## src/pkg/prb_pkg.sv

```systemverilog
/*
 * prb_pkg: constants and carrier types for the privileged return and
 * barrier unit. Assumes a 32-bit core whose pipeline presents one decoded
 * instruction word at a time on the core clock.
 */
package prb_pkg;

   // ---------------------------------------------------------------
   // instruction encodings
   // ---------------------------------------------------------------
   localparam logic [31:0] BARRIER_WORD      = 32'h0000_00c0; // shift r0,r0 by 3
   localparam logic [31:0] INT_ENABLE_MASK   = 32'hffe0_ffff; // rt field free
   localparam logic [31:0] INT_ENABLE_MATCH  = 32'h4160_6020; // misc group, rd 12, sc 1
   localparam logic [31:0] RETURN_WORD       = 32'h4200_0018;
   localparam logic [31:0] RETURN_KEEP_WORD  = 32'h4200_0058;
   localparam int          RT_LSB            = 16;

   // ---------------------------------------------------------------
   // register byte offsets on the bus
   // ---------------------------------------------------------------
   localparam logic [4:0] OFS_STATUS   = 5'h00;
   localparam logic [4:0] OFS_SHADOW   = 5'h04;
   localparam logic [4:0] OFS_RET_ADDR = 5'h08;
   localparam logic [4:0] OFS_ERR_ADDR = 5'h0c;
   localparam logic [4:0] OFS_CONFIG   = 5'h10;
   localparam logic [4:0] OFS_LINK     = 5'h14;
   localparam logic [4:0] OFS_LAST_PC  = 5'h18;

   // ---------------------------------------------------------------
   // status word fields
   // ---------------------------------------------------------------
   localparam int IE_BIT   = 0;
   localparam int EXL_BIT  = 1;
   localparam int ERL_BIT  = 2;
   localparam int BEV_BIT  = 22;
   localparam int CU0_BIT  = 28;
   localparam logic [31:0] STATUS_RST = 32'h0040_0004; // boot vector and error level

   // ---------------------------------------------------------------
   // shadow set control fields
   // ---------------------------------------------------------------
   localparam int CSS_LSB = 0;
   localparam int PSS_LSB = 6;
   localparam int HSS_LSB = 26;
   localparam int SET_W   = 4;

   // ---------------------------------------------------------------
   // configuration fields
   // ---------------------------------------------------------------
   localparam int REV_LSB       = 0;
   localparam int REV_W         = 4;
   localparam int COMPRESSED_BIT = 4;
   localparam int R6_BIT        = 5;
   localparam int KEEP_LINK_BIT = 8;
   localparam logic [REV_W-1:0] REV_RST      = 4'h2;
   localparam logic [REV_W-1:0] REV_SHADOW_MIN = 4'h2;

   // ---------------------------------------------------------------
   // carriers
   // ---------------------------------------------------------------
   typedef struct packed {
      logic        valid;
      logic [31:0] word;
      logic        in_slot;   // delay or forbidden slot of a branch
   } prb_instr_t;

   typedef struct packed {
      logic        en;
      logic [4:0]  idx;
      logic [31:0] data;
   } prb_gpr_wr_t;

   typedef struct packed {
      logic        valid;
      logic [31:0] pc;
      logic        isa_mode;
   } prb_redirect_t;

endpackage : prb_pkg

```

## src/rtl/prb_core.sv

```systemverilog
/*
 * prb_core: execution barrier, interrupt enable and both exception return
 * forms, together with the coprocessor-zero state they touch, reachable
 * over an Avalon-MM slave with waitrequest.
 * Assumes the pipeline holds an instruction on instr_in until
 * instr_ready_out is high, and that all pipeline inputs share clk_in.
 */
// Contract
// - shift of r0 into r0 by 3 decodes as the execution barrier
// - barrier stalls issue until older execution hazards clear, even in slots
// - barrier never clears instruction hazards
// - barrier forces single issue like a superscalar no-operation
// - interrupt enable decodes in misc group with rd 12 and select bit 1
// - interrupt enable writes old status to rt unless zero, then sets enable
// - status read and enable set happen atomically in one cycle
// - interrupt enable without cp0 access raises coprocessor unusable
// - exception return has no delay slot; next word is squashed
// - release 6: return in a slot raises reserved instruction
// - clearing return clears the link reservation flag
// - error level set: error address and clear it; else exception address
// - non-error return restores shadow set if rev>=2, highest>0, boot 0
// - compressed present: pc gets bits 31..1, mode gets bit 0
// - both returns clear execution and instruction hazards
// - keep-link return matches normal return but keeps link flag
// - release 6: keep-link return in a slot raises reserved instruction
// - configuration exposes a presence bit for the keep-link return
`timescale 1ns/10ps

module prb_core (
   // clock and reset
   input  wire logic                  clk_in,
   input  wire logic                  sys_rst_in,
   // pipeline instruction port
   input  wire prb_pkg::prb_instr_t   instr_in,
   input  wire logic                  kernel_mode_in,
   input  wire logic                  exec_hazard_pending_in,
   input  wire logic                  link_set_in,
   output logic                       instr_ready_out,
   output logic                       single_issue_out,
   // pipeline results
   output prb_pkg::prb_gpr_wr_t       gpr_wr_out,
   output prb_pkg::prb_redirect_t     redirect_out,
   output logic                       squash_next_out,
   output logic                       clear_exec_haz_out,
   output logic                       clear_instr_haz_out,
   output logic                       exc_cp_unusable_out,
   output logic                       exc_reserved_out,
   output logic                       link_flag_out,
   output logic                       int_enable_out,
   // avalon-mm slave
   input  wire logic [4:0]            avs_address,
   input  wire logic                  avs_read,
   input  wire logic                  avs_write,
   input  wire logic [31:0]           avs_writedata,
   input  wire logic [3:0]            avs_byteenable,
   output logic [31:0]                avs_readdata,
   output logic                       avs_waitrequest
);

   // ---------------------------------------------------------------
   // state
   // ---------------------------------------------------------------
   typedef enum logic {PRB_IDLE, PRB_BARRIER} prb_state_t;

   localparam int REV_W_L = prb_pkg::REV_W;

   prb_state_t  state_ff;
   logic [31:0] status_ff;
   logic [31:0] shadow_ff;
   logic [31:0] ret_addr_ff;
   logic [31:0] err_addr_ff;
   logic [REV_W_L-1:0] rev_ff;
   logic        compressed_ff;
   logic        r6_ff;
   logic        link_ff;
   logic [31:0] last_pc_ff;
   logic        ready_ff;
   logic        single_ff;
   prb_pkg::prb_gpr_wr_t   gpr_ff;
   prb_pkg::prb_redirect_t redir_ff;
   logic        squash_ff;
   logic        clr_exec_ff;
   logic        clr_instr_ff;
   logic        exc_cpu_ff;
   logic        exc_ri_ff;
   logic        isa_mode_ff;
   logic        wait_ff;
   logic [31:0] rdata_ff;

   // ---------------------------------------------------------------
   // decode
   // ---------------------------------------------------------------
   logic        take;
   logic        is_barrier;
   logic        is_int_en;
   logic        is_ret;
   logic        is_ret_keep;
   logic        any_ret;
   logic        cp0_ok;
   logic [4:0]  rt_idx;

   assign take        = instr_in.valid && ready_ff;
   assign is_barrier  = take && (instr_in.word == prb_pkg::BARRIER_WORD);
   assign is_int_en   = take && ((instr_in.word & prb_pkg::INT_ENABLE_MASK)
                                 == prb_pkg::INT_ENABLE_MATCH);
   assign is_ret      = take && (instr_in.word == prb_pkg::RETURN_WORD);
   assign is_ret_keep = take && (instr_in.word == prb_pkg::RETURN_KEEP_WORD);
   assign any_ret     = is_ret || is_ret_keep;
   assign cp0_ok      = kernel_mode_in || status_ff[prb_pkg::CU0_BIT];
   assign rt_idx      = instr_in.word[prb_pkg::RT_LSB +: 5];

   // ---------------------------------------------------------------
   // return outcome
   // ---------------------------------------------------------------
   logic        ret_slot_fault;
   logic        ret_fault;
   logic        ret_go;
   logic        int_go;
   logic [31:0] ret_target;
   logic        shadow_restore;

   assign ret_slot_fault = r6_ff && instr_in.in_slot;
   assign ret_fault      = any_ret && (!cp0_ok || ret_slot_fault);
   assign ret_go         = any_ret && !ret_fault;
   assign int_go         = is_int_en && cp0_ok;
   assign ret_target     = status_ff[prb_pkg::ERL_BIT] ? err_addr_ff
                                                       : ret_addr_ff;
   assign shadow_restore = !status_ff[prb_pkg::ERL_BIT]
                        && (rev_ff >= prb_pkg::REV_SHADOW_MIN)
                        && (shadow_ff[prb_pkg::HSS_LSB +: prb_pkg::SET_W] != '0)
                        && !status_ff[prb_pkg::BEV_BIT];

   // ---------------------------------------------------------------
   // bus decode
   // ---------------------------------------------------------------
   logic        bus_wr;
   logic [31:0] bmask;
   logic [31:0] rd_mux;

   assign bus_wr = avs_write && !wait_ff;
   assign bmask  = {{8{avs_byteenable[3]}}, {8{avs_byteenable[2]}},
                    {8{avs_byteenable[1]}}, {8{avs_byteenable[0]}}};

   function automatic logic [31:0] merge(input logic [31:0] old_v,
                                         input logic [31:0] new_v,
                                         input logic [31:0] m);
      merge = (old_v & ~m) | (new_v & m);
   endfunction : merge

   always_comb begin
      case (avs_address)
         prb_pkg::OFS_STATUS:   rd_mux = status_ff;
         prb_pkg::OFS_SHADOW:   rd_mux = shadow_ff;
         prb_pkg::OFS_RET_ADDR: rd_mux = ret_addr_ff;
         prb_pkg::OFS_ERR_ADDR: rd_mux = err_addr_ff;
         prb_pkg::OFS_CONFIG: begin
            rd_mux = '0;
            rd_mux[prb_pkg::REV_LSB +: REV_W_L]  = rev_ff;
            rd_mux[prb_pkg::COMPRESSED_BIT]      = compressed_ff;
            rd_mux[prb_pkg::R6_BIT]              = r6_ff;
            rd_mux[prb_pkg::KEEP_LINK_BIT]       = 1'b1;
         end
         prb_pkg::OFS_LINK:     rd_mux = {31'h0000_0000, link_ff};
         prb_pkg::OFS_LAST_PC:  rd_mux = last_pc_ff;
         default:               rd_mux = '0;
      endcase
   end

   // ---------------------------------------------------------------
   // avalon handshake: one wait cycle per access
   // ---------------------------------------------------------------
   always_ff @(posedge clk_in or posedge sys_rst_in) begin
      if (sys_rst_in) begin
         wait_ff  <= 1'b1;
         rdata_ff <= '0;
      end else begin
         wait_ff <= !((avs_read || avs_write) && wait_ff);
         if (avs_read && wait_ff) begin
            rdata_ff <= rd_mux;
         end
      end
   end

   // ---------------------------------------------------------------
   // status word: instruction effects win over a bus write
   // ---------------------------------------------------------------
   always_ff @(posedge clk_in or posedge sys_rst_in) begin
      if (sys_rst_in) begin
         status_ff <= prb_pkg::STATUS_RST;
      end else if (int_go) begin
         status_ff[prb_pkg::IE_BIT] <= 1'b1;
      end else if (ret_go) begin
         if (status_ff[prb_pkg::ERL_BIT]) begin
            status_ff[prb_pkg::ERL_BIT] <= 1'b0;
         end else begin
            status_ff[prb_pkg::EXL_BIT] <= 1'b0;
         end
      end else if (bus_wr && avs_address == prb_pkg::OFS_STATUS) begin
         status_ff <= merge(status_ff, avs_writedata, bmask);
      end
   end

   // ---------------------------------------------------------------
   // shadow set control
   // ---------------------------------------------------------------
   always_ff @(posedge clk_in or posedge sys_rst_in) begin
      if (sys_rst_in) begin
         shadow_ff <= '0;
      end else if (ret_go && shadow_restore) begin
         shadow_ff[prb_pkg::CSS_LSB +: prb_pkg::SET_W] <=
            shadow_ff[prb_pkg::PSS_LSB +: prb_pkg::SET_W];
      end else if (bus_wr && avs_address == prb_pkg::OFS_SHADOW) begin
         shadow_ff <= merge(shadow_ff, avs_writedata, bmask);
      end
   end

   // ---------------------------------------------------------------
   // return addresses and configuration
   // ---------------------------------------------------------------
   always_ff @(posedge clk_in or posedge sys_rst_in) begin
      if (sys_rst_in) begin
         ret_addr_ff   <= '0;
         err_addr_ff   <= '0;
         rev_ff        <= prb_pkg::REV_RST;
         compressed_ff <= 1'b0;
         r6_ff         <= 1'b0;
      end else if (bus_wr) begin
         case (avs_address)
            prb_pkg::OFS_RET_ADDR: ret_addr_ff <= merge(ret_addr_ff, avs_writedata, bmask);
            prb_pkg::OFS_ERR_ADDR: err_addr_ff <= merge(err_addr_ff, avs_writedata, bmask);
            prb_pkg::OFS_CONFIG: begin
               if (avs_byteenable[0]) begin
                  rev_ff        <= avs_writedata[prb_pkg::REV_LSB +: REV_W_L];
                  compressed_ff <= avs_writedata[prb_pkg::COMPRESSED_BIT];
                  r6_ff         <= avs_writedata[prb_pkg::R6_BIT];
               end
            end
            default: begin
            end
         endcase
      end
   end

   // ---------------------------------------------------------------
   // link reservation: a load-linked set wins over any clear
   // ---------------------------------------------------------------
   always_ff @(posedge clk_in or posedge sys_rst_in) begin
      if (sys_rst_in) begin
         link_ff <= 1'b0;
      end else if (link_set_in) begin
         link_ff <= 1'b1;
      end else if (ret_go && is_ret) begin
         link_ff <= 1'b0;
      end else if (bus_wr && avs_address == prb_pkg::OFS_LINK && avs_byteenable[0]) begin
         link_ff <= avs_writedata[0];
      end
   end

   // ---------------------------------------------------------------
   // barrier sequencing and issue control
   // ---------------------------------------------------------------
   always_ff @(posedge clk_in or posedge sys_rst_in) begin
      if (sys_rst_in) begin
         state_ff  <= PRB_IDLE;
         ready_ff  <= 1'b1;
         single_ff <= 1'b0;
      end else begin
         case (state_ff)
            PRB_IDLE: begin
               if (is_barrier) begin
                  // slot position is irrelevant: the stall is the same
                  state_ff  <= PRB_BARRIER;
                  ready_ff  <= 1'b0;
                  single_ff <= 1'b1;
               end
            end
            PRB_BARRIER: begin
               if (!exec_hazard_pending_in) begin
                  state_ff  <= PRB_IDLE;
                  ready_ff  <= 1'b1;
                  single_ff <= 1'b0;
               end
            end
            default: begin
               state_ff  <= PRB_IDLE;
               ready_ff  <= 1'b1;
               single_ff <= 1'b0;
            end
         endcase
      end
   end

   // ---------------------------------------------------------------
   // hazard clear pulses
   // ---------------------------------------------------------------
   always_ff @(posedge clk_in or posedge sys_rst_in) begin
      if (sys_rst_in) begin
         clr_exec_ff  <= 1'b0;
         clr_instr_ff <= 1'b0;
      end else begin
         clr_exec_ff  <= ret_go ||
                         (state_ff == PRB_BARRIER && !exec_hazard_pending_in);
         clr_instr_ff <= ret_go;
      end
   end

   // ---------------------------------------------------------------
   // general register write, redirect and exceptions
   // ---------------------------------------------------------------
   always_ff @(posedge clk_in or posedge sys_rst_in) begin
      if (sys_rst_in) begin
         gpr_ff     <= '0;
         redir_ff   <= '0;
         squash_ff  <= 1'b0;
         exc_cpu_ff <= 1'b0;
         exc_ri_ff  <= 1'b0;
      end else begin
         gpr_ff.en   <= int_go && (rt_idx != 5'h00);
         gpr_ff.idx  <= rt_idx;
         gpr_ff.data <= status_ff;
         redir_ff.valid <= ret_go;
         squash_ff      <= ret_go;
         if (ret_go) begin
            if (compressed_ff) begin
               redir_ff.pc       <= {ret_target[31:1], 1'b0};
               redir_ff.isa_mode <= ret_target[0];
            end else begin
               redir_ff.pc       <= ret_target;
               redir_ff.isa_mode <= 1'b0;
            end
         end
         exc_cpu_ff <= (is_int_en || any_ret) && !cp0_ok;
         exc_ri_ff  <= any_ret && cp0_ok && ret_slot_fault;
      end
   end

   // ---------------------------------------------------------------
   // running isa mode and last return target
   // ---------------------------------------------------------------
   always_ff @(posedge clk_in or posedge sys_rst_in) begin
      if (sys_rst_in) begin
         isa_mode_ff <= 1'b0;
         last_pc_ff  <= '0;
      end else if (ret_go) begin
         isa_mode_ff <= compressed_ff && ret_target[0];
         last_pc_ff  <= compressed_ff ? {ret_target[31:1], 1'b0} : ret_target;
      end
   end

   // ---------------------------------------------------------------
   // outputs
   // ---------------------------------------------------------------
   assign instr_ready_out     = ready_ff;
   assign single_issue_out    = single_ff;
   assign gpr_wr_out          = gpr_ff;
   assign redirect_out        = redir_ff;
   assign squash_next_out     = squash_ff;
   assign clear_exec_haz_out  = clr_exec_ff;
   assign clear_instr_haz_out = clr_instr_ff;
   assign exc_cp_unusable_out = exc_cpu_ff;
   assign exc_reserved_out    = exc_ri_ff;
   assign link_flag_out       = link_ff;
   // new enable is visible one edge later; software still fences
   assign int_enable_out      = status_ff[prb_pkg::IE_BIT];
   assign avs_readdata        = rdata_ff;
   assign avs_waitrequest     = wait_ff;

endmodule : prb_core

```

## config.mk

```make
export PLATFORM = sky130hd
export DESIGN_NAME = prb_core
export DESIGN_NICKNAME = d
export VERILOG_FILES = /design/src/pkg/prb_pkg.sv /design/src/rtl/prb_core.sv
export SDC_FILE = /design/constraint.sdc
export NUM_CORES = 1
export LEC_CHECK = 0
export ABC_AREA = 1
export BUFFER_PORTS_ARGS = -buffer_cell sky130_fd_sc_hd__clkbuf_2
export CAP_MARGIN = 10
export CORE_MARGIN = 10
export CORE_UTILIZATION = 62
export CTS_BUF_LIST = sky130_fd_sc_hd__clkbuf_4
export DETAILED_ROUTE_END_ITERATION = 8
export PLACE_DENSITY = 0.95
export SYNTH_ARGS = -nofsm -noshare
export SYNTH_HDL_FRONTEND = slang
export SYNTH_SLANG_ARGS = --single-unit
```

## constraint.sdc

```tcl
create_clock -name clk_in -period 21.6 [get_ports clk_in]
set_input_delay 3.24 -clock clk_in [delete_from_list [all_inputs] [get_ports clk_in]]
set_output_delay 3.24 -clock clk_in [all_outputs]
set_load 0.05 [all_outputs]
```

# Word-level counts from Yosys, hierarchy flattened
# Cells that the tools add are included.
[classes]
n_mul = 0
n_shift = 0
div = 0
n_reduce_logical = 55
muxes = 23
bitwise = 14
n_eq_ne = 14
magnitude_cmp = 1
add_sub_neg = 0
[ops]
columns = ["cell", "count"]
rows = [
  ["$pmux W32 S7", 1],
  ["$and A32 B32 Y32", 5],
  ["$or A32 B32 Y32", 4],
  ["$eq A32 B31 Y1 const B", 2],
  ["$eq A32 B8 Y1 const B", 1],
  ["$mux W32", 1],
  ["$not A32 Y32", 1],
  ["$eq A27 B26 Y1 const B", 1],
  ["$logic_and A1 B1 Y1", 26],
  ["$eq A5 B5 Y1 const B", 3],
  ["$mux W1", 13],
  ["$reduce_and A2 Y1", 6],
  ["$eq A5 B4 Y1 const B", 2],
  ["$reduce_and A3 Y1", 3],
  ["$mux W4", 2],
  ["$logic_not A1 Y1", 7],
  ["$logic_or A1 B1 Y1", 6],
  ["$ne A2 B2 Y1 const B", 3],
  ["$pmux W1 S2", 3],
  ["$reduce_bool A2 Y1", 3],
  ["$eq A5 B3 Y1 const B", 1],
  ["$logic_not A5 Y1", 1],
  ["$reduce_bool A5 Y1", 1],
  ["$ge A4 B2 Y1 const B", 1],
  ["other kinds (6)", 10],
]
[totals]
word_cells = 134
memories = 0
regBits = 278
mem_bits_ro = 0
latch_bits = 0
out_inout_bits = 114
in_bits = 82
ramBits = 0

# Logic depth before layout (Yosys ltp)
[depth]
ltp_word = 9
ltp_mapped = 11
depth_no_buf = 11

# Least setup slack after synthesis
# OpenSTA, ideal clock, no wires.
[synth_path]
path_type = "input -> register"
start = "input port instr_in[12] in the netlist's numbering"
end = "register (tool-made name)"
arrival_ps = 4316
slack_ps = 17159
setup_ps = 125
path_stages = 9
n_path_buf = 1
required_ps = 21475
cell_sequence = "nor2_1 nand2_1 nor2_1 nand3_1 nor2_4 nand3_4 buf_4 nand3_1 nand3_1"
[synth_rtl]
columns = ["element", "line_no", "rtl"]
rows = [
  ["from (decl)", "prb_core.sv:34", "input wire prb_pkg::prb_instr_t instr_in,"],
]

==> results.json <==
{
  "io_pins": 196,
  "tightest_slew_ps": 1267,
  "row_count": 48,
  "ys.flop_type": "dfrtp_1",
  "htreeDepth": 2,
  "post-cts-setup-buffer-count": 0,
  "reg2reg_depth": 7,
  "grt_pass1_vias": 10005,
  "holdBufCountCts": 0,
  "r2r_slack_ps": 19210,
  "dp_cells": 1632,
  "cts_sinks": 246,
  "overflow": 0,
  "fmaxAchievable_mhz": 207.7,
  "globalRouteTotalUtil_pct": 27.06,
  "coreArea_um2": 17180,
  "via_per_inst": 5.737,
  "crit_arrival_ps": 5370,
  "n_fill_cell": 1240,
  "rsz0062_at_grt": "false",
  "synthCells": 1264,
  "power_frac_comb_pct": 10.5,
  "relSlewSlack_pct": 15.44,
  "outcome": "complete, but fails checks",
  "p_leak_nw": 6.692,
  "failed_checks": "DRC",
  "setup_violations": 0,
  "clkLatencyLatePin_ps": 700,
  "synth.most_common_cell": "nand2_1",
  "ys_ff_latch": 246,
  "final_cells": 1745,
  "clkSlewWorstSetupHoldPaths_ps": 70,
  "fin_crit_sh_pct": 22.29,
  "setup.worst_path.start_class": "input pin",
  "p_sw_uw": 286.7,
  "gp_congestion": 0.9417,
  "grt_max_degree": 121,
  "synthTopCellsByArea": "dfrtp_1 56%, nand2_1 16%, o21ai_0 5.4%",
  "cp_max_fo": 33,
  "peakVddDrop_uv": 49.71,
  "ys_warn_count": 0,
  "grt_antenna_before_repair": 2,
  "grt_pass1_wl_um": 51970,
  "numCtsBuffers": 60,
  "hold_end": "gpr_wr_out[30]",
  "start_util_pct": 62.90,
  "drc": 1,
  "maxSlewViolCount": 0,
  "dr.pass1.iters": 7,
  "crit_type": "in -> reg",
  "wl_per_cell_um": 18.41,
  "syn-num-nets": 1346,
  "setup_tns_ps": 0,
  "switching_share_pct": 28.57,
  "finalWorstSetupSlack_ps": 16780,
  "die_width_um": 152.0,
  "post-route-util_pct": 73.75,
  "internal_power_uw": 716.7,
  "portBuffers": 195,
  "avgSynthCellArea_um2": 8.548,
  "cts_max_path_buffers": 3,
  "dr_total_vias": 10011,
  "synth_edf_count": 0,
  "synth_seq_area_share_pct": 57.04,
  "synth_commonest_cells": "466 x nand2_1, 241 x dfrtp_1, 116 x o21ai_0",
  "required_ps": 22160,
  "endpoint_kind": "register",
  "wirelength_um": 32120,
  "yosys.area.top_type": "dfrtp_1",
  "min_path_cells": 0,
  "cap_viol_max_count": 0,
  "cts_tree": "built",
  "syn2layout_area_growth_pct": 17.26,
  "power_frac_seq_pct": 50.5,
  "r2r-start": "avs_waitrequest",
  "hold_violations": 0,
  "cts-root-buf": "clkbuf_4",
  "cts_resized": 0,
  "synth_cell_types": 30,
  "synthArstFlopShare_pct": 100.0,
  "netlist_area_um2": 10800,
  "clkPwrFrac_pct": 39.0,
  "yosys.area.top_type_share_pct": 55.82,
  "drive_gt1_share_pct": 21.59,
  "place_area_um2": 11880,
  "layout.nets": 1551,
  "hold_path.class": "reg -> reg",
  "hpwl_um": 21160,
  "final_area_um2": 12670,
  "drtIter0Drc": 1011,
  "post-route-min-period_ps": 4815,
  "postRouteAntennaNets": 0,
  "die_area_um2": 23110,
  "p_per_area_nw_per_um2": 79.20,
  "skew_ps": 31.02,
  "dp_worst_setup_slack_ps": 16170,
  "die_h_um": 152.0
}
-- per-stage QoR --
step                power [mW]  hold slack, ps
finish                   1.003           416.8
global route             1.046           422.1
CTS                      1.007           417.4
detailed placement      0.6194           388.8
global placement        0.6149           395.9
floorplan               0.5806           374.4
-- cell families after synthesis --
| logic type | count (synthesis) | share of synthesized area (%) |
|---|---|---|
| AND/OR/NAND/NOR | 653 | 25.77 |
| buffers and inverters | 147 | 5.547 |
| AO/OA/AOI/OAI | 202 | 10.17 |
| flip-flops | 246 | 57.04 |
| multiplexers | 16 | 1.482 |
-- power groups by stage --
stage | logic (mW) | registers (mW) | clock network [mW]
after floorplan | 0.0461 | 0.535 | 0
after global placement | 0.102 | 0.513 | 0
after detailed placement | 0.105 | 0.515 | 0
after CTS | 0.105 | 0.506 | 0.395
after global routing | 0.115 | 0.510 | 0.421
final | 0.105 | 0.507 | 0.391
-- area by class of cell --
cell class                 count  area (um2)  area share (%)
antenna                        1       2.502         0.01975
clock buffer                  82       615.6           4.859
clock inverter                30       172.7           1.363
inverter                      84       322.8           2.548
multi-input combinational    871        4053           31.99
sequential                   246        6162           48.64
tap                          225       281.5           2.222
timing repair buffer         206        1059           8.356
-- layout by cell type (no fill, tap or decap), types with 2 or more instances in the layout --
cell       Yosys  final
dfrtp_1      241    241
o211ai_1       3      3
nand3_2        5      6
nor2_1        46     44
dfstp_2        5      5
nand2_1      466    466
nor3_1         5      5
buf_4          6     11
a22o_1        16     16
mux2i_1       16     16
a21oi_1       13     13
nor2_2         2      4
bufinv_16      0      2
clkbuf_2       0    195
clkinv_1       0     22
clkbuf_4       0     82
nand3_1       55     54
nor2_4         5      5
nand2_2        4      4
o21ai_1       50     50
inv_1         80     79
clkinv_2       0      6
nand4_1       62     62
inv_2          4      4
o21ai_0      116    116
-- worst max-delay path by stage --
stage,to,from,slack [ps]
CTS,avs_waitrequest,avs_waitrequest,16800
floorplan,async pin,sys_rst_in,11610
detailed placement,register,avs_address[1],16170
finish,register,avs_address[1],16780
global route,register,avs_address[1],16620
global placement,register,avs_address[1],16270
-- worst max-delay path, stage by stage --
cell and delay, ps:
clkbuf_2 130, nor2_4 170, nand3_2 120, nor2_4 740, inv_2 140, nor2_4 190, nand2_1 340, nand2_1 180
o21ai_1 100
-- layer usage --
metal,global-route usage (%),wire [um],up-vias
li1,-,-,4601
met1,33.35,12470,4808
met2,44.84,15930,534
met3,7.254,2945,68
met4,9.858,765,0
met5,0,0,-
Note: power is estimated with default switching activity, not from simulation.
